File: src/eipf_pkg.sv
package eipf_pkg;

   // ==========================================================
   // Register map (byte addresses)
   localparam int              AXI_AW      = 8;
   localparam logic [AXI_AW-1:0] ADDR_TIMER_CONTROL_REG = 8'h88;
   localparam logic [AXI_AW-1:0] ADDR_SKIP = 8'hd4;
   localparam logic [AXI_AW-1:0] ADDR_CFG  = 8'he4;
   localparam logic [AXI_AW-1:0] ADDR_STAT = 8'hf0;
   localparam logic [AXI_AW-1:0] ADDR_MASK = 8'hf4;

   // ==========================================================
   // Reset values
   localparam logic [7:0]  CFG_RST  = 8'h01;
   localparam logic [1:0]  EDGE_RST = 2'h0;
   localparam logic [15:0] SKIP_RST = 16'h0000;
   localparam logic [1:0]  STAT_RST = 2'h0;
   localparam logic [1:0]  MASK_RST = 2'h0;

   // ==========================================================
   // Field positions
   localparam int CFG_A_SEL = 0;
   localparam int CFG_A_POL = 3;
   localparam int CFG_B_SEL = 4;
   localparam int CFG_B_POL = 7;
   localparam int TC_A_EDGE = 0;
   localparam int TC_A_PEND = 1;
   localparam int TC_B_EDGE = 2;
   localparam int TC_B_PEND = 3;

   // ==========================================================
   // Pin select codes
   localparam logic [2:0] SEL_P0_MAX = 3'h4;
   localparam logic [2:0] SEL_P16    = 3'h5;
   localparam logic [2:0] SEL_P17    = 3'h7;

   // ==========================================================
   // Bus responses
   localparam logic [1:0] RESP_OKAY   = 2'h0;
   localparam logic [1:0] RESP_SLVERR = 2'h2;

   typedef struct packed {
      logic s1;
      logic s2;
      logic s3;
      logic filt;
      logic act_prev;
      logic pend;
      logic evt;
   } eipf_chan_st_t;

   typedef struct packed {
      logic              aw_got;
      logic              w_got;
      logic [AXI_AW-1:0] awaddr;
      logic [31:0]       wdata;
      logic [3:0]        wstrb;
      logic              bvalid;
      logic [1:0]        bresp;
      logic              rvalid;
      logic [31:0]       rdata;
      logic [1:0]        rresp;
      logic [7:0]        cfg;
      logic [1:0]        edge_mode;
      logic [15:0]       skip;
      logic [1:0]        status;
      logic [1:0]        mask;
      logic              irq;
   } eipf_top_st_t;

   // Byte-lane merge of a write into a register image
   function automatic logic [31:0] eipf_wr_merge(input logic [31:0] old,
                                                 input logic [31:0] data,
                                                 input logic [3:0]  strb);
      logic [31:0] res;
      res = old;
      for (int i = 0; i < 4; i++) begin
         if (strb[i]) begin
            res[8*i +: 8] = data[8*i +: 8];
         end
      end
      return res;
   endfunction

endpackage

File: src/eipf_pinmux.sv
`timescale 1ns/1ps
module eipf_pinmux
   import eipf_pkg::*;
(
   input  wire logic [7:0] p0_pins,
   input  wire logic [7:0] p1_pins,
   input  wire logic [2:0] sel,
   input  wire logic       aclk,
   input  wire logic       aresetn,
   output logic            pin_out
);

   // ==========================================================
   // Pin routing, read only
   always_comb begin
      pin_out = 1'b0;
      if (sel <= SEL_P0_MAX) begin
         pin_out = p0_pins[sel];                  // [RULE_03] [RULE_04]
      end else if (sel == SEL_P16) begin
         pin_out = p1_pins[6];
      end else if (sel == SEL_P17) begin
         pin_out = p1_pins[7];                    // [RULE_03]
      end
   end

   // ==========================================================
   // Checks
   property p_mux_p0;
      @(posedge aclk) disable iff (!aresetn)
      (sel <= SEL_P0_MAX) |-> (pin_out == p0_pins[sel]);
   endproperty
   a_mux_p0 : assert property (p_mux_p0) // [RULE_03]
      else $error("Port 0 pin not routed");

   property p_mux_p17;
      @(posedge aclk) disable iff (!aresetn)
      (sel == SEL_P17) |-> (pin_out == p1_pins[7]);
   endproperty
   a_mux_p17 : assert property (p_mux_p17) // [RULE_03]
      else $error("Port 1 pin 7 not routed");

endmodule

File: src/eipf_chan.sv
`timescale 1ns/1ps
module eipf_chan
   import eipf_pkg::*;
(
   input  wire logic aclk,
   input  wire logic aresetn,
   input  wire logic pin_raw,
   input  wire logic edge_mode,
   input  wire logic polarity,
   input  wire logic vec_ack,
   input  wire logic sw_wr,
   input  wire logic sw_val,
   output logic      pending,
   output logic      event_p
);

   eipf_chan_st_t st_r;
   eipf_chan_st_t st_nxt;
   logic          active;
   logic          hit;

   // ==========================================================
   // Sync, polarity, edge detect, pending
   always_comb begin
      st_nxt    = st_r;
      st_nxt.s1 = pin_raw;                        // [RULE_11]
      st_nxt.s2 = st_r.s1;
      st_nxt.s3 = st_r.s2;
      if (st_r.s2 == st_r.s3) begin
         st_nxt.filt = st_r.s3;                   // [RULE_11]
      end
      active          = polarity ? st_r.filt : ~st_r.filt; // [RULE_02]
      hit             = active & ~st_r.act_prev;
      st_nxt.act_prev = active;
      st_nxt.evt      = hit;
      if (edge_mode) begin                        // [RULE_01]
         if (hit) begin
            st_nxt.pend = 1'b1;                   // [RULE_07]
         end else if (vec_ack) begin
            st_nxt.pend = 1'b0;                   // [RULE_07]
         end else if (sw_wr) begin
            st_nxt.pend = sw_val;
         end
      end else begin
         st_nxt.pend = active;                    // [RULE_08] [RULE_09] [RULE_10]
      end
   end

   always_ff @(posedge aclk) begin
      if (!aresetn) begin
         st_r          <= '0;
         st_r.act_prev <= 1'b1;
      end else begin
         st_r <= st_nxt;
      end
   end

   assign pending = st_r.pend;
   assign event_p = st_r.evt;

   // ==========================================================
   // Checks
   property p_level_follow;
      @(posedge aclk) disable iff (!aresetn)
      ($past(aresetn) && !edge_mode && $past(!edge_mode) && $stable(polarity))
         |-> (pending == (polarity ? $past(st_r.filt) : !$past(st_r.filt)));
   endproperty
   a_level_follow : assert property (p_level_follow) // [RULE_08]
      else $error("Level pending does not follow input");

   property p_pol_edge;
      @(posedge aclk) disable iff (!aresetn)
      (edge_mode && $stable(polarity)
         && (polarity ? $rose(st_r.filt) : $fell(st_r.filt))) |=> pending;
   endproperty
   a_pol_edge : assert property (p_pol_edge) // [RULE_02]
      else $error("Active edge did not set pending");

   property p_vec_clear;
      @(posedge aclk) disable iff (!aresetn)
      (edge_mode && vec_ack && !hit) |=> !pending;
   endproperty
   a_vec_clear : assert property (p_vec_clear) // [RULE_07]
      else $error("Vector did not clear pending");

   property p_edge_hold;
      @(posedge aclk) disable iff (!aresetn)
      (edge_mode && !hit && !vec_ack && !sw_wr) |=> $stable(pending);
   endproperty
   a_edge_hold : assert property (p_edge_hold) // [RULE_01]
      else $error("Edge pending changed without cause");

   property p_sync;
      @(posedge aclk) disable iff (!aresetn)
      $changed(st_r.filt) |-> ((st_r.filt == $past(st_r.s3))
                               && ($past(st_r.s2) == $past(st_r.s3)));
   endproperty
   a_sync : assert property (p_sync) // [RULE_11]
      else $error("Filtered input changed before settling");

endmodule

File: src/eipf_top.sv
// Design decision made here: the AXI4-Lite slave port.
`timescale 1ns/1ps
// How it works
// RULE_01: Edge-mode bit 1 makes an input edge sensitive, 0 level sensitive.
// RULE_02: Polarity bit 0 means active low, 1 active high, in both modes.
// RULE_03: Three-bit pin selects at 6:4 and 2:0 route port pins to inputs.
// RULE_04: Inputs only watch their pin and never disturb the pin's peripheral.
// RULE_05: Skipped pins are kept from peripherals, serving only the interrupt.
// RULE_06: Pending flags sit at bits 1 and 3 of the timer control register.
// RULE_07: Edge mode sets pending on active edge, cleared when CPU vectors.
// RULE_08: Level mode pending simply follows the active level, never latched.
// RULE_09: Source holds a level request active until it is recognised.
// RULE_10: Source drops a level request before the handler ends, else re-request.
// RULE_11: Selected pin is synchronised before polarity and edge detection.
module eipf_top
   import eipf_pkg::*;
(
   input  wire logic              aclk,
   input  wire logic              aresetn,
   input  wire logic              awvalid,
   output logic                   awready,
   input  wire logic [AXI_AW-1:0] awaddr,
   input  wire logic              wvalid,
   output logic                   wready,
   input  wire logic [31:0]       wdata,
   input  wire logic [3:0]        wstrb,
   output logic                   bvalid,
   input  wire logic              bready,
   output logic [1:0]             bresp,
   input  wire logic              arvalid,
   output logic                   arready,
   input  wire logic [AXI_AW-1:0] araddr,
   output logic                   rvalid,
   input  wire logic              rready,
   output logic [31:0]            rdata,
   output logic [1:0]             rresp,
   input  wire logic [7:0]        p0_pins,
   input  wire logic [7:0]        p1_pins,
   input  wire logic              vec_ack_a,
   input  wire logic              vec_ack_b,
   output logic                   irq_a_pending,
   output logic                   irq_b_pending,
   output logic [7:0]             xbar_skip_p0,
   output logic [7:0]             xbar_skip_p1,
   output logic                   irq
);

   eipf_top_st_t      st_r;
   eipf_top_st_t      st_nxt;
   logic              pin_a;
   logic              pin_b;
   logic              evt_a;
   logic              evt_b;
   logic              aw_hs;
   logic              w_hs;
   logic              ar_hs;
   logic              do_wr;
   logic              rd_clr;
   logic [AXI_AW-1:0] wr_addr;
   logic [31:0]       wr_data;
   logic [3:0]        wr_strb;
   logic [31:0]       merged;
   logic [31:0]       timer_control_reg_img;
   logic              pw_a;
   logic              pw_b;
   logic              pw_val_a;
   logic              pw_val_b;

   // ==========================================================
   // Pin routing
   eipf_pinmux u_mux_a (
      .p0_pins (p0_pins),
      .p1_pins (p1_pins),
      .sel     (st_r.cfg[CFG_A_SEL +: 3]),
      .aclk    (aclk),
      .aresetn (aresetn),
      .pin_out (pin_a)
   );

   eipf_pinmux u_mux_b (
      .p0_pins (p0_pins),
      .p1_pins (p1_pins),
      .sel     (st_r.cfg[CFG_B_SEL +: 3]),
      .aclk    (aclk),
      .aresetn (aresetn),
      .pin_out (pin_b)
   );

   // ==========================================================
   // Interrupt channels
   eipf_chan u_chan_a (
      .aclk      (aclk),
      .aresetn   (aresetn),
      .pin_raw   (pin_a),
      .edge_mode (st_r.edge_mode[0]),
      .polarity  (st_r.cfg[CFG_A_POL]),
      .vec_ack   (vec_ack_a),
      .sw_wr     (pw_a),
      .sw_val    (pw_val_a),
      .pending   (irq_a_pending),
      .event_p   (evt_a)
   );

   eipf_chan u_chan_b (
      .aclk      (aclk),
      .aresetn   (aresetn),
      .pin_raw   (pin_b),
      .edge_mode (st_r.edge_mode[1]),
      .polarity  (st_r.cfg[CFG_B_POL]),
      .vec_ack   (vec_ack_b),
      .sw_wr     (pw_b),
      .sw_val    (pw_val_b),
      .pending   (irq_b_pending),
      .event_p   (evt_b)
   );

   // ==========================================================
   // Bus handshakes
   assign awready = !st_r.aw_got && !st_r.bvalid;
   assign wready  = !st_r.w_got && !st_r.bvalid;
   assign arready = !st_r.rvalid;
   assign aw_hs   = awvalid && awready;
   assign w_hs    = wvalid && wready;
   assign ar_hs   = arvalid && arready;
   assign wr_addr = st_r.aw_got ? st_r.awaddr : awaddr;
   assign wr_data = st_r.w_got ? st_r.wdata : wdata;
   assign wr_strb = st_r.w_got ? st_r.wstrb : wstrb;
   assign do_wr   = (st_r.aw_got || aw_hs) && (st_r.w_got || w_hs) && !st_r.bvalid;
   assign rd_clr  = ar_hs && (araddr == ADDR_STAT);

   // Timer control image, only the interrupt bits are held here
   always_comb begin
      timer_control_reg_img            = 32'h0000_0000;
      timer_control_reg_img[TC_A_EDGE] = st_r.edge_mode[0];
      timer_control_reg_img[TC_A_PEND] = irq_a_pending;        // [RULE_06]
      timer_control_reg_img[TC_B_EDGE] = st_r.edge_mode[1];
      timer_control_reg_img[TC_B_PEND] = irq_b_pending;        // [RULE_06]
   end

   // ==========================================================
   // Next state
   always_comb begin
      st_nxt   = st_r;
      merged   = 32'h0000_0000;
      pw_a     = 1'b0;
      pw_b     = 1'b0;
      pw_val_a = 1'b0;
      pw_val_b = 1'b0;
      if (aw_hs) begin
         st_nxt.aw_got = 1'b1;
         st_nxt.awaddr = awaddr;
      end
      if (w_hs) begin
         st_nxt.w_got = 1'b1;
         st_nxt.wdata = wdata;
         st_nxt.wstrb = wstrb;
      end
      if (st_r.bvalid && bready) begin
         st_nxt.bvalid = 1'b0;
      end
      if (do_wr) begin
         st_nxt.aw_got = 1'b0;
         st_nxt.w_got  = 1'b0;
         st_nxt.bvalid = 1'b1;
         st_nxt.bresp  = RESP_OKAY;
         case (wr_addr)
            ADDR_TIMER_CONTROL_REG: begin
               merged           = eipf_wr_merge(timer_control_reg_img, wr_data, wr_strb);
               st_nxt.edge_mode = {merged[TC_B_EDGE], merged[TC_A_EDGE]}; // [RULE_01]
               pw_a             = wr_strb[0];
               pw_b             = wr_strb[0];
               pw_val_a         = merged[TC_A_PEND];
               pw_val_b         = merged[TC_B_PEND];
            end
            ADDR_CFG: begin
               merged     = eipf_wr_merge({24'h0, st_r.cfg}, wr_data, wr_strb);
               st_nxt.cfg = merged[7:0];          // [RULE_02] [RULE_03]
            end
            ADDR_SKIP: begin
               merged      = eipf_wr_merge({16'h0, st_r.skip}, wr_data, wr_strb);
               st_nxt.skip = merged[15:0];        // [RULE_05]
            end
            ADDR_MASK: begin
               merged      = eipf_wr_merge({30'h0, st_r.mask}, wr_data, wr_strb);
               st_nxt.mask = merged[1:0];
            end
            ADDR_STAT: begin
               st_nxt.bresp = RESP_OKAY;
            end
            default: begin
               st_nxt.bresp = RESP_SLVERR;
            end
         endcase
      end
      if (st_r.rvalid && rready) begin
         st_nxt.rvalid = 1'b0;
      end
      if (ar_hs) begin
         st_nxt.rvalid = 1'b1;
         st_nxt.rresp  = RESP_OKAY;
         case (araddr)
            ADDR_TIMER_CONTROL_REG: st_nxt.rdata = timer_control_reg_img;   // [RULE_06]
            ADDR_CFG:  st_nxt.rdata = {24'h0, st_r.cfg};
            ADDR_SKIP: st_nxt.rdata = {16'h0, st_r.skip};
            ADDR_STAT: st_nxt.rdata = {30'h0, st_r.status};
            ADDR_MASK: st_nxt.rdata = {30'h0, st_r.mask};
            default: begin
               st_nxt.rdata = 32'h0000_0000;
               st_nxt.rresp = RESP_SLVERR;
            end
         endcase
      end
      // Sticky events, a new event beats the read clear
      st_nxt.status = (rd_clr ? 2'h0 : st_r.status) | {evt_b, evt_a};
      st_nxt.irq    = |(st_nxt.status & st_nxt.mask);
   end

   always_ff @(posedge aclk) begin
      if (!aresetn) begin
         st_r           <= '0;
         st_r.cfg       <= CFG_RST;
         st_r.edge_mode <= EDGE_RST;
         st_r.skip      <= SKIP_RST;
         st_r.status    <= STAT_RST;
         st_r.mask      <= MASK_RST;
      end else begin
         st_r <= st_nxt;
      end
   end

   // ==========================================================
   // Outputs
   assign bvalid       = st_r.bvalid;
   assign bresp        = st_r.bresp;
   assign rvalid       = st_r.rvalid;
   assign rdata        = st_r.rdata;
   assign rresp        = st_r.rresp;
   assign xbar_skip_p0 = st_r.skip[7:0];          // [RULE_05]
   assign xbar_skip_p1 = st_r.skip[15:8];
   assign irq          = st_r.irq;

   // ==========================================================
   // Checks
   property p_timer_control_reg_read;
      @(posedge aclk) disable iff (!aresetn)
      (ar_hs && (araddr == ADDR_TIMER_CONTROL_REG))
         |=> (rdata[TC_A_PEND] == $past(irq_a_pending))
             && (rdata[TC_B_PEND] == $past(irq_b_pending));
   endproperty
   a_timer_control_reg_read : assert property (p_timer_control_reg_read) // [RULE_06]
      else $error("Pending flags misplaced in timer control");

   property p_skip_wr;
      @(posedge aclk) disable iff (!aresetn)
      (do_wr && (wr_addr == ADDR_SKIP) && wr_strb[0])
         |=> (xbar_skip_p0 == $past(wr_data[7:0]));
   endproperty
   a_skip_wr : assert property (p_skip_wr) // [RULE_05]
      else $error("Skip mask not updated");

   property p_edge_wr;
      @(posedge aclk) disable iff (!aresetn)
      (do_wr && (wr_addr == ADDR_TIMER_CONTROL_REG) && wr_strb[0])
         |=> (st_r.edge_mode == {$past(wr_data[TC_B_EDGE]), $past(wr_data[TC_A_EDGE])});
   endproperty
   a_edge_wr : assert property (p_edge_wr) // [RULE_01]
      else $error("Edge mode bits not updated");

   property p_set_wins;
      @(posedge aclk) disable iff (!aresetn)
      (rd_clr && evt_a) |=> st_r.status[0];
   endproperty
   a_set_wins : assert property (p_set_wins)
      else $error("Event lost on status read");

   property p_irq_out;
      @(posedge aclk) disable iff (!aresetn)
      (|(st_r.status & st_r.mask)) |-> irq;
   endproperty
   a_irq_out : assert property (p_irq_out)
      else $error("Interrupt low with unmasked status");

   property p_bresp;
      @(posedge aclk) disable iff (!aresetn)
      do_wr |=> (bvalid && !awready && !wready);
   endproperty
   a_bresp : assert property (p_bresp)
      else $error("Write response missing");

endmodule

File: config.mk
export PLATFORM = sky130hd
export DESIGN_NAME = eipf_top
export DESIGN_NICKNAME = d
export VERILOG_FILES = /design/src/eipf_pkg.sv /design/src/eipf_pinmux.sv /design/src/eipf_chan.sv /design/src/eipf_top.sv
export SDC_FILE = /design/constraint.sdc
export NUM_CORES = 1
export LEC_CHECK = 0
export BUFFER_PORTS_ARGS = -buffer_cell sky130_fd_sc_hd__buf_2
export CELL_PAD_IN_SITES_DETAIL_PLACEMENT = 2
export CELL_PAD_IN_SITES_GLOBAL_PLACEMENT = 2
export CORE_MARGIN = 3
export CORE_UTILIZATION = 29
export CTS_CLUSTER_DIAMETER = 100
export DETAILED_ROUTE_END_ITERATION = 10
export HOLD_SLACK_MARGIN = 0.06
export PLACE_DENSITY_LB_ADDON = 0.2
export SKIP_LAST_GASP = 1
export SLEW_MARGIN = 25
export SYNTH_ARGS = -nofsm -noshare
export SYNTH_HDL_FRONTEND = slang
export SYNTH_SLANG_ARGS = --single-unit
File: constraint.sdc
create_clock -name aclk -period 3 [get_ports aclk]
set_input_delay 0.6 -clock aclk [delete_from_list [all_inputs] [get_ports aclk]]
set_output_delay 0.6 -clock aclk [all_outputs]
set_load 0.005 [all_outputs]
**After elaboration in Yosys (flattened, before gate mapping)**

Index checks and enable logic that the tools add are counted.

- Flip-flop bits (word level): 111
- Bits of input ports: 77
- Logic and storage cells: 133

- Order comparisons: 4
- Equality and inequality tests: 20
- Mux-type cells: 41
- Bitwise operators: 9
- Reduce and logical (&&, ||, !) cells: 28

Operator list:

| cell | number |
|---|---|
| equality test 8 bit, second input constant | 10 |
| one-hot mux 16 bit (5 select lines) | 1 |
| two-way mux 35 bit | 1 |
| two-way mux 1 bit | 26 |
| two-way mux 16 bit | 1 |
| two-way mux 2 bit | 7 |
| equality test 3 bit, second input constant | 4 |
| inequality test 6 x 5 -> 1 bit, second input constant | 2 |
| AND reduction 3 bit | 4 |
| logical AND 1 bit | 10 |
| OR reduction 5 bit | 2 |
| < comparator 3 x 4 -> 1 bit, second input constant | 2 |
| two-way mux 8 bit | 1 |
| inequality test 4 x 2 -> 1 bit, second input constant | 2 |
| binary-select mux 1 bit (select 3 bit) | 2 |
| <= comparator 3 bit, second input constant | 2 |
| NOT 1 bit | 5 |
| zero test 1 bit | 4 |
| two-way mux 4 bit | 1 |
| AND reduction 2 bit | 2 |
| nonzero test 2 bit | 2 |
| OR reduction 2 bit | 2 |
| two-way mux 3 bit | 1 |
| AND 1 bit | 2 |
| other kinds (4) | 6 |

**Depth between registers and ports, before layout**

Gate-level depths: netlist of the first run.

- Word-level depth: 11
- Gate-level depth with buffers: 8
- Mapped depth without buffers: 5

**Hierarchy**

Synthesis of the first run repeated with hierarchy kept, for this count alone.

- Cells, all modules: 511
- Area, all modules: 4463.0 um^2

By module, submodules not included:

| module | instances | cells an instance | area each (um^2) | seq. area each (um^2) |
|---|---|---|---|---|
| eipf_top | 1 | 461 | 3890.0 | 1581.5 |
| eipf_chan | 2 | 20 | 232.7 | 140.1 |
| eipf_pinmux | 2 | 5 | 53.8 | 0.0 |

**Worst setup path before layout of the first run**

OpenSTA, ideal clock, no wires.

- Path type: input port to flip-flop
- From: input awaddr[0]
- To: register st_r, in the netlist xbar_skip_p0[5]
- Arrival time: 2.332 ns
- Slack: 0.545 ns
- Stages: 6
- Cells stage by stage: or3_1 a222oi_1 nand3_1 buf_2 nand3_1 o21ai_0

- Longest elaborated chain between the ends: 3

Ends and longest elaborated chain:

| what | RTL line | text |
|---|---|---|
| from (decl) | eipf_top.sv:22 | `input wire logic [AXI_AW-1:0] awaddr,` |
| two-way mux 8 bit | eipf_top.sv:125 | `assign wr_addr = st_r.aw_got ? st_r.awaddr : awaddr;` |
| equality test 8 bit | eipf_top.sv:166 | `case (wr_addr)` |
| AND reduction 3 bit (no line) | n/a |  |
| to (signal assigned) | eipf_top.sv:227 | `st_r <= st_nxt;` |
| to (decl) | eipf_top.sv:48 | `eipf_top_st_t st_r;` |

Every way passes these cells.
A chain may end at the register's enable or synchronous reset.

**Worst setup path after layout of the first run**

- From: register st_r[114] (netlist name)
- To: register st_r, in the netlist xbar_skip_p0[3]

- Longest elaborated chain between the ends: 7
- Elaborated cells on any way between the ends: 9
- Classes of those cells: eq/ne (1); mux (1); reduce/logical (7)

Ends and longest elaborated chain:

| what | RTL line | text |
|---|---|---|
| zero test 1 bit | eipf_top.sv:119 | `assign awready = !st_r.aw_got && !st_r.bvalid;` |
| logical AND 1 bit | eipf_top.sv:119 |  |
| logical AND 1 bit | eipf_top.sv:122 | `assign aw_hs = awvalid && awready;` |
| logical OR 1 bit | eipf_top.sv:128 | `assign do_wr = (st_r.aw_got \|\| aw_hs) && (st_r.w_got \|\| w_hs) && !st_r.bvalid;` |
| logical AND 1 bit (2 in a row) | eipf_top.sv:128 |  |
| AND reduction 3 bit (no line) (*) | n/a |  |

Every way passes the cells marked *; elsewhere a longest branch is shown, timed or not.

==> results of run 1 <==
## sequential cells by signal, summed over array words and instances, names as in the netlist, 2 cells and up
name             flops
u_chan_b.st_nxt      2
u_chan_a.st_nxt      2
xbar_skip_p0         8
u_chan_a.st_r        3
u_chan_b.st_r        3
st_r                42
xbar_skip_p1         8
rdata               16
## cell usage after synthesis, drive strengths merged, types with 2 or more instances
cell | count | share of area (%)
nor3 | 7 | 0.81
inv | 7 | 0.61
a222oi | 3 | 0.69
dfxtp | 93 | 43
nor2 | 33 | 2.9
o31ai | 9 | 1.6
buf | 57 | 9.8
mux4 | 2 | 1.0
a21oi | 44 | 5.1
nor3b | 3 | 0.52
nand3b | 3 | 0.52
a22o | 4 | 0.81
a211oi | 4 | 0.69
nor4b | 2 | 0.40
nand2b | 5 | 0.72
nand2 | 83 | 7.2
xor2 | 2 | 0.40
a221oi | 2 | 0.40
nand3 | 33 | 3.9
and2 | 6 | 0.87
o21ai | 16 | 1.8
mux2i | 22 | 5.1
o22ai | 3 | 0.43
nor2b | 2 | 0.29
or3b | 3 | 0.61
a22oi | 10 | 1.7
clkbuf | 19 | 1.6
mux2 | 13 | 3.4
## per-layer routing
| metal | track usage (%) | up-vias | routed length, um |
|---|---|---|---|
| met2 | 27.80 | 83 | 6490 |
| met5 | 0 | - | 0 |
| met3 | 4.333 | 9 | 599 |
| met1 | 20.89 | 1862 | 6052 |
| met4 | 3.870 | 0 | 136 |
| li1 | - | 1803 | - |
## area by class of cell
class | count | share of cell area [%]
timing repair buffer | 102 | 10.98
sequential | 93 | 37.14
clock buffer | 10 | 4.768
inverter | 7 | 0.5242
clock inverter | 6 | 1.722
tap | 184 | 4.593
multi-input combinational | 347 | 40.26
## power groups by stage
stage	clock [mW]	sequential [mW]	combinational, mW
floorplan	0	1.32	0.211
global placement	0	1.33	0.302
detailed placement	0	1.33	0.312
CTS	1.29	1.31	0.315
global route	1.35	1.31	0.348
finish	1.26	1.30	0.309
## cells by family after synthesis
logic type | synth area share (%)
other cells | 0.08652
buf+inv | 12.07
simple gates | 20.27
mux | 9.498
flops | 42.96
compound gates | 14.72
xor+xnor | 0.4042
## placed cells by master, fill, tap and decap left out, types with 13 or more instances in the layout
cell and count:
a21oi_1 44, nand2_1 83, buf_2 91, nand3_1 32, dfxtp_1 93, nor2_1 33, mux2_2 13, mux2i_1 22
o21ai_0 16, conb_1 18
## critical path, cell delays in order (launching register included)
cell      delay, ns
dfxtp_1        0.33
buf_4          0.19
or3b_2         0.48
a222oi_1       0.34
buf_4          0.22
nand3_1        0.44
nand3_1        0.26
o21ai_0        0.14
## how the worst max path moves through the flow
stage / from / to / slack (ns)
2_1_floorplan: awaddr[0] / xbar_skip_p0[5] / 0.55
3_3_place_gp: awaddr[0] / xbar_skip_p0[5] / 0.37
3_5_place_dp: awaddr[0] / xbar_skip_p0[7] / 0.23
4_1_cts: st_r[114] / xbar_skip_p0[3] / 0.43
5_1_grt: st_r[114] / xbar_skip_p0[1] / 0.24
6_report: st_r[114] / xbar_skip_p0[3] / 0.45
==> flow_metrics.py, run 1 <==
metrics = {
    "finish": {
        "layout.nets": 637,
        "multi_input_area_mm2": 0.002018,
        "antennaDiodeCount": 0,
        "layout-drive-gt1-share_pct": 24.96,
        "fin_area_mm2": 0.005012,
        "instances_no_fill": 749,
        "final_util_pct": 34.36,
        "fill_cells": 1623,
        "syn_to_final_growth_pct": 15.65,
        "regArea_mm2": 0.001862,
    },
    "sta": {
        "fin_skew_ns": 0.008767,
        "holdWs_ns": 0.4431,
        "slew_headroom_pct": 49.03,
        "setup_viol": 0,
        "hold_violations": 0,
        "setup_tns_ns": 0,
        "worstMarginPinSlew_ns": 0.7646,
        "max_freq_mhz": 391.9,
        "fin_crit_sh_pct": 85.05,
        "fin_crit_ns": 2.551,
        "fin_ws_ns": 0.4486,
        "slew_viol_final": 0,
        "rsz0062_at_grt": "false",
    },
    "clock_network": {
        "cts_setup_buffers": 0,
        "clock_path_buffers": 2,
        "clockRootBuffer": "clkbuf_16",
        "cts_inserted_buffers": 9,
        "clkLatencyLatePin_ns": 0.35,
        "cts_tree": "built",
        "hold_buffers": 0,
        "clk_pin_slew_ns": 0.07,
        "h-tree-depth": 3,
        "postCtsResizedCells": 0,
        "clock-sinks": 93,
    },
    "routing": {
        "final_antenna_net_count": 0,
        "wl_per_cell_um": 17.73,
        "drt_wl_total_um": 13280,
        "drtIter0Drc": 169,
        "vias": 3757,
        "drtPass1Iterations": 4,
        "vias_per_cell": 5.016,
        "drc_errors": 0,
    },
    "yosys": {
        "yosys_warnings": 0,
        "ys_seq_area_share_pct": 42.96,
        "synth.cell_area_mm2": 0.004334,
        "synthDistinctLibCells": 50,
        "synthCells": 506,
        "ys_dominant_reg_cell": "dfxtp_1",
        "synth_enable_flop_cells": 0,
        "postSynthAreaPerCell_um2": 8.566,
        "ys_ff_latch": 93,
        "synth-async-reset-ratio_pct": 0,
    },
    "die": {
        "start_util_pct": 29.71,
        "ios": 137,
        "die_y_um": 128.3,
        "die_area_mm2": 0.01645,
        "rows": 44,
        "die_x_um": 128.3,
        "coreArea_mm2": 0.01459,
    },
    "place": {
        "dp_hpwl_um": 9845,
        "io_buffers": 91,
        "dp.cells": 733,
        "placed_area_mm2": 0.004687,
        "dpl_worst_slack_ns": 0.2257,
        "place.gp.congestion": 0.7933,
    },
    "worst_setup_path": {
        "reg2reg_to": "xbar_skip_p0[3]",
        "reg2regPathDepth": 7,
        "rr_startpoint": "st_r[114]",
        "path_class": "reg2reg",
        "cp-end-kind": "flop",
        "worstPathRequired_ns": 3.20,
        "path_max_fanout": 17,
        "cp.arrival_ns": 2.75,
        "crit_path_start_kind": "flop",
        "rrSetupSlack_ns": 0.45,
    },
    "power_and_ir_drop": {
        "irDropWorstVdd_mv": 0.2498,
        "p_total_mw": 2.872,
        "p_leak_nw": 2.099,
        "power_switching_mw": 0.7268,
        "clkPwrFrac_pct": 43.8,
        "combPwrFrac_pct": 10.8,
        "cellPowerDensity_mw_per_mm2": 572.9,
        "seqPwrFrac_pct": 45.4,
        "p_sw_share_pct": 25.31,
        "p_int_mw": 2.145,
    },
    "outcome": {
        "status": "finished, final reports clean",
    },
    "global_route": {
        "grt_pass1_wl_um": 21360,
        "grt-ovfl-total": 0,
        "grt_usage_pct": 16.44,
        "antenna_found_initial": 0,
        "grt_pass1_vias": 4041,
        "grt_max_degree": 54,
    },
    "worst_hold_path": {
        "hold_path_class": "in2reg",
        "hold_depth": 2,
        "min_from": "rready",
        "hold-path-endpoint": "rvalid",
    },
    "flow_run": {
        "max-cap-violations": 0,
    },
}
(Power assumes the default switching activity.)
==> inputs of run 2 (changes only) <==
--- a/config.mk
+++ b/config.mk
@@ -5,11 +5,12 @@
 export SDC_FILE = /design/constraint.sdc
 export NUM_CORES = 1
 export LEC_CHECK = 0
+export ABC_AREA = 1
 export BUFFER_PORTS_ARGS = -buffer_cell sky130_fd_sc_hd__buf_2
 export CELL_PAD_IN_SITES_DETAIL_PLACEMENT = 2
 export CELL_PAD_IN_SITES_GLOBAL_PLACEMENT = 2
 export CORE_MARGIN = 3
-export CORE_UTILIZATION = 29
+export CORE_UTILIZATION = 27
 export CTS_CLUSTER_DIAMETER = 100
 export DETAILED_ROUTE_END_ITERATION = 10
 export HOLD_SLACK_MARGIN = 0.06
==> flow_metrics.py, run 2 <==
metrics = {
    "outcome": {
        "status": "finished, final reports clean",
    },
    "worst_setup_path": {
        "cp-endpoint": "st_r[80]",
        "critical-path-top-delay-family": "buffers and inverters",
        "cp_num_buf_inv": 2,
        "cp.arrival_ns": 2.24,
        "crit_path_start_kind": "flop",
        "path_max_fanout": 21,
        "rr_startpoint": "st_r[113]",
        "path_class": "reg2reg",
        "crit_slowest_cell": "clkinv_1",
        "crit_cells": 6,
        "critPathLaunch": "st_r[113]",
        "reg2regPathDepth": 6,
        "cp-end-kind": "flop",
        "slowest_delay_ns": 0.57,
        "rrSetupSlack_ns": 0.99,
        "cp_cell_sequence": "buf_4 -> nor2_4 -> nand2_2 -> clkinv_1 -> o21ai_0 -> a21oi_1",
        "reg2reg_to": "st_r[80]",
        "worstPathRequired_ns": 3.22,
    },
    "clock_network": {
        "clkLatencyLatePin_ns": 0.35,
        "cts_tree": "built",
        "postCtsResizedCells": 0,
        "clock_path_buffers": 2,
        "cts_setup_buffers": 0,
        "cts_inserted_buffers": 9,
        "h-tree-depth": 3,
        "clk_pin_slew_ns": 0.07,
        "clockRootBuffer": "clkbuf_16",
        "hold_buffers": 0,
        "clock-sinks": 93,
    },
    "yosys": {
        "yosys_warnings": 0,
        "synth_top_family_by_area": "simple AND/OR/NAND/NOR gates",
        "synthCells": 657,
        "yosysTopAreaCellShare_pct": 40.78,
        "synth_common_cells": "nand2_1 (143), nor2_1 (107), dfxtp_1 (93), o21ai_0 (66), buf_4 (54)",
        "synthAdderAreaFrac_pct": 0,
        "synth_area_leaders": "dfxtp_1 (41%), nand2_1 (12%), buf_4 (8.9%)",
        "synth_compound_area_share_pct": 14.00,
        "synth.cell_area_mm2": 0.004566,
        "synth-simple-area-share_pct": 29.30,
        "ys_dominant_reg_cell": "dfxtp_1",
        "yosysTopAreaCell": "dfxtp_1",
        "ys_ff_latch": 93,
        "synthDistinctLibCells": 38,
        "synth_xor_area_share_pct": 0.3837,
        "synth-async-reset-ratio_pct": 0,
        "ys_seq_area_share_pct": 40.78,
        "synthMuxAreaShare_pct": 0,
        "synth_enable_flop_cells": 0,
        "postSynthAreaPerCell_um2": 6.949,
        "yosysMostFrequentCell": "nand2_1",
    },
    "die": {
        "rows": 46,
        "start_util_pct": 28.13,
        "die_area_mm2": 0.01851,
        "die_y_um": 136.0,
        "coreArea_mm2": 0.01623,
        "ios": 137,
        "die_x_um": 136.0,
    },
    "finish": {
        "largest_reg_flops": 42,
        "layout.nets": 784,
        "multi_input_area_mm2": 0.002062,
        "fill_cells": 1979,
        "layout-drive-gt1-share_pct": 19.80,
        "final_common_cell": "nand2_1",
        "antennaDiodeCount": 0,
        "instances_no_fill": 928,
        "final_cell_mix": "nand2_1 (143), nor2_1 (107), dfxtp_1 (93)",
        "regArea_mm2": 0.001862,
        "top_register": "st_r",
        "syn_to_final_growth_pct": 13.84,
    },
    "routing": {
        "drt_wl_total_um": 14190,
        "drc_errors": 0,
        "wl_per_cell_um": 15.29,
        "drtPass1Iterations": 4,
        "vias_per_cell": 4.546,
        "final_antenna_net_count": 0,
        "drtIter0Drc": 125,
        "vias": 4219,
    },
    "sta": {
        "setup_viol": 0,
        "hold_violations": 0,
        "fin_ws_ns": 0.9852,
        "setup_tns_ns": 0,
        "slew_viol_final": 0,
        "slew_headroom_pct": 54.81,
        "worstMarginPinSlew_ns": 0.6737,
        "fin_skew_ns": 0.007301,
        "fin_crit_ns": 2.015,
        "max_freq_mhz": 496.3,
        "rsz0062_at_grt": "false",
        "fin_crit_sh_pct": 67.16,
    },
    "power_and_ir_drop": {
        "cellPowerDensity_mw_per_mm2": 577.3,
        "irDropWorstVdd_mv": 0.2809,
        "p_leak_nw": 2.405,
    },
    "global_route": {
        "grt-ovfl-total": 0,
        "grt_pass1_wl_um": 23310,
        "grt_max_degree": 68,
        "grt_usage_pct": 15.89,
        "grt_pass1_vias": 4573,
        "antenna_found_initial": 0,
    },
    "place": {
        "io_buffers": 91,
        "dpl_worst_slack_ns": 0.8599,
        "place.gp.congestion": 0.7575,
        "dp_hpwl_um": 10710,
        "dp.cells": 912,
    },
    "worst_hold_path": {
        "hold_path_class": "reg2reg",
    },
    "flow_run": {
        "max-cap-violations": 0,
    },
}
## run 2: cell types whose count changed in the layout (fill, tap and decap cells not counted), moves of 4 or more
cell,change
nor2_1,+74
nand2_1,+60
o21ai_0,+50
inv_1,+41
mux2i_1,-22
mux2_2,-13
a22oi_1,-10
o31ai_1,-9
nand2_2,+8
buf_4,-6
and2_1,-5
nand2b_1,-5
a22o_1,-4
## run 2: cells by family (layout without fill, tap and decap cells)
logic type      count (synthesis)  in the layout
simple gates                  313            313
buf+inv                       127            165
compound gates                121            121
flops                          93             93
xor+xnor                        2              2
other cells                     1             18
## run 2: how the worst min path moves through the flow
stage | startpoint | to | slack, ns | cells after the start
2_1_floorplan | u_chan_a.st_nxt[5] | u_chan_a.st_nxt[4] | 0.39 | 2
3_3_place_gp | u_chan_b.st_nxt[5] | u_chan_b.st_nxt[4] | 0.41 | 2
3_5_place_dp | u_chan_b.st_nxt[5] | u_chan_b.st_nxt[4] | 0.42 | 2
4_1_cts | u_chan_b.st_nxt[5] | u_chan_b.st_nxt[4] | 0.45 | 2
5_1_grt | u_chan_b.st_nxt[5] | u_chan_b.st_nxt[4] | 0.48 | 2
6_report | u_chan_b.st_nxt[5] | u_chan_b.st_nxt[4] | 0.44 | 2
## run 2: where the power goes
group          switching, mW  internal [mW]
Combinational          0.304          0.144
Clock                  0.527          0.676
Sequential            0.0447           1.30
## run 2: layer usage
layer | global-route usage, % | vias to the layer above | part of all wire (%)
met4 | 5.207 | 0 | 1.2
met3 | 2.554 | 10 | 3.8
li1 | - | 2114 | -
met5 | 0 | - | 0
met2 | 26.66 | 82 | 46
met1 | 20.82 | 2013 | 49
## run 2: area by class of cell
cell class | count | share of cell area [%]
clock buffer | 10 | 4.598
clock inverter | 6 | 1.324
inverter | 54 | 4.044
multi-input combinational | 454 | 39.67
sequential | 93 | 35.82
tap | 216 | 5.200
timing repair buffer | 95 | 9.340
## run 2: through the flow
step / total power [mW] / util, % / hold WS [ns] / cell area, um2
after floorplan: 1.701 / - / 0.3905 / 4629
after global placement: 1.812 / 30.13 / 0.4123 / 4890
after detailed placement: 1.836 / 30.13 / 0.4250 / 4890
after CTS: 3.049 / 32.02 / 0.4454 / 5197
after global routing: 3.165 / 32.02 / 0.4767 / 5197
final: 3.001 / 32.02 / 0.4365 / 5197
## run 2: worst register-to-register path, delay by kind of cell, from the launching register on
| kind | cells | cell delay (ns) |
|---|---|---|
| buffers and inverters | 2 | 0.83 |
| AO/OA/AOI/OAI | 2 | 0.42 |
| AND/OR/NAND/NOR | 2 | 0.33 |
| flip-flops | 1 | 0.31 |
==> inputs of run 3 (changes only) <==
--- a/config.mk
+++ b/config.mk
@@ -5,12 +5,12 @@
 export SDC_FILE = /design/constraint.sdc
 export NUM_CORES = 1
 export LEC_CHECK = 0
-export ABC_AREA = 1
+export ABC_AREA = 0
 export BUFFER_PORTS_ARGS = -buffer_cell sky130_fd_sc_hd__buf_2
 export CELL_PAD_IN_SITES_DETAIL_PLACEMENT = 2
 export CELL_PAD_IN_SITES_GLOBAL_PLACEMENT = 2
 export CORE_MARGIN = 3
-export CORE_UTILIZATION = 27
+export CORE_UTILIZATION = 26
 export CTS_CLUSTER_DIAMETER = 100
 export DETAILED_ROUTE_END_ITERATION = 10
 export HOLD_SLACK_MARGIN = 0.06
==> constraint.sdc (replaced) <==
create_clock -name aclk -period 1.65 [get_ports aclk]
set_input_delay 0.33 -clock aclk [delete_from_list [all_inputs] [get_ports aclk]]
set_output_delay 0.33 -clock aclk [all_outputs]
set_load 0.005 [all_outputs]
==> flow_metrics.py, run 3 (same netlist as run 1, synthesis figures left out) <==
metrics = {
    "outcome": {
        "status": "finished with violations",
        "violations": "setup timing",
    },
    "worst_setup_path": {
        "cp.arrival_ns": 2.21,
        "rrSetupSlack_ns": -0.34,
        "path_class": "reg2reg",
        "cp-end-kind": "flop",
        "worstPathRequired_ns": 1.87,
        "path_max_fanout": 8,
        "crit_slowest_cell": "a222oi_1",
        "crit_path_start_kind": "flop",
        "cp_cell_sequence": "or3_4 -> a222oi_1 -> buf_4 -> nand4_4 -> clkbuf_16 -> nand3_1 -> o31ai_2",
        "slowest_delay_ns": 0.40,
    },
    "global_route": {
        "grt-ovfl-total": 0,
        "grt_usage_pct": 15.57,
        "grt_pass1_wl_um": 22290,
        "antenna_found_initial": 1,
        "grt_max_degree": 39,
        "grt_pass1_vias": 4190,
    },
    "sta": {
        "max_freq_mhz": 502.4,
        "hold_violations": 0,
        "rsz0062_at_grt": "true",
        "fin_skew_ns": 0.005691,
        "fin_crit_sh_pct": 120.6,
        "setup_viol": 32,
        "fin_crit_ns": 1.990,
        "fin_ws_ns": -0.3405,
        "slew_viol_final": 0,
        "holdWs_ns": 0.1615,
    },
    "place": {
        "placed_area_mm2": 0.005084,
        "dp_hpwl_um": 10820,
        "io_buffers": 91,
        "place.gp.congestion": 0.7805,
    },
    "finish": {
        "fin_area_mm2": 0.005524,
        "largest_reg_flops": 42,
        "top_register": "st_r",
        "antennaDiodeCount": 0,
        "final_common_cell": "dfxtp_1",
        "syn_to_final_growth_pct": 27.45,
        "final_util_pct": 34.28,
        "final_cell_mix": "dfxtp_1 (92), buf_2 (91), nand2_1 (83)",
        "layout.nets": 674,
        "layout-drive-gt1-share_pct": 33.11,
    },
    "power_and_ir_drop": {
        "irDropWorstVdd_mv": 0.5500,
        "p_leak_nw": 2.325,
        "p_total_mw": 4.953,
        "cellPowerDensity_mw_per_mm2": 896.6,
    },
    "routing": {
        "vias": 3870,
        "final_antenna_net_count": 0,
        "drtIter0Drc": 135,
        "drc_errors": 0,
        "wl_per_cell_um": 17.26,
        "vias_per_cell": 4.737,
        "drtPass1Iterations": 5,
        "drt_wl_total_um": 14110,
    },
    "clock_network": {
        "clock_path_buffers": 2,
        "clk_pin_slew_ns": 0.07,
        "cts_tree": "built",
        "cts_inserted_buffers": 9,
        "clkLatencyLatePin_ns": 0.34,
        "h-tree-depth": 3,
        "clockRootBuffer": "clkbuf_16",
        "clock-sinks": 93,
    },
    "die": {
        "die_area_mm2": 0.01825,
        "die_y_um": 135.1,
        "die_x_um": 135.1,
        "coreArea_mm2": 0.01612,
        "rows": 46,
        "ios": 137,
        "start_util_pct": 26.89,
    },
    "worst_hold_path": {
        "hold_path_class": "in2reg",
    },
    "flow_run": {
        "max-cap-violations": 0,
    },
}
run 3: changes by cell type in the layout (fill, tap and decap cells not counted), sizes merged, moves of 9 or more:
cell | previous run | this run
mux2i | 0 | 22
inv | 52 | 7
o21ai | 70 | 16
mux2 | 0 | 13
nand2 | 154 | 83
nor2 | 113 | 33
buf | 95 | 138
a22oi | 0 | 10
o31ai | 0 | 9
run 3: path summary, 6_finish.rpt:
check,startpoint,cells after the start,to
min reg2reg,rdata[13],2,rdata[13]
min,vec_ack_b,2,u_chan_b.pending
max reg2reg,st_r[114],7,xbar_skip_p1[1]
max,st_r[114],7,xbar_skip_p1[1]
run 3: final cells by class:
cell class | count | area [um2]
repair buffers | 139 | 907.1
multi-input cells | 347 | 2195
clock inverters | 2 | 10.01
well taps | 216 | 270.3
clock buffers | 13 | 250.2
fillers | 1866 | 10590
inverters | 7 | 26.28
flip-flops and latches | 93 | 1866
run 3: worst max-delay path: cells and delay by family (launching register included):
| kind | cells | cell delay, ns |
|---|---|---|
| buffers and inverters | 2 | 0.43 |
| AO/OA/AOI/OAI | 2 | 0.46 |
| flip-flops | 1 | 0.36 |
| AND/OR/NAND/NOR | 3 | 0.60 |
run 3: metrics by stage:
step	setup slack, ns	std cells	setup TNS, ns
finish	-0.3405	817	-9.027
CTS	-0.3528	816	-9.128
detailed placement	-0.3937	800	-13.92
global placement	-0.3887	800	-13.06
global route	-0.4352	817	-12.37
floorplan	-0.5851	523	-15.18
run 3: layer usage:
| metal | wire (um) | GRT usage (%) | up-vias | part of all wire, % |
|---|---|---|---|---|
| met4 | 227 | 5.375 | 2 | 1.6 |
| met1 | 6310 | 19.45 | 1879 | 45 |
| met5 | 14 | 0 | - | 0.099 |
| met3 | 589 | 2.757 | 19 | 4.2 |
| li1 | - | - | 1882 | - |
| met2 | 6963 | 26.99 | 88 | 49 |
run 3: timing repair:
| action | in CTS | in global routing |
|---|---|---|
| hold buffers | 0 | 0 |
| gates resized for setup | 2 | 25 |
| buffers inserted | 1 | 0 |
| cloned | 0 | 1 |
| pin swaps | 1 | 6 |
| setup endpoints to repair | 32 | 32 |
run 3: power by group:
group | total (mW) | switching (mW) | internal (mW) | leakage [nW]
clock | 1.91 | 0.862 | 1.05 | 0.129
combinational | 0.664 | 0.388 | 0.275 | 1.44
sequential | 2.37 | 0.0535 | 2.32 | 0.757
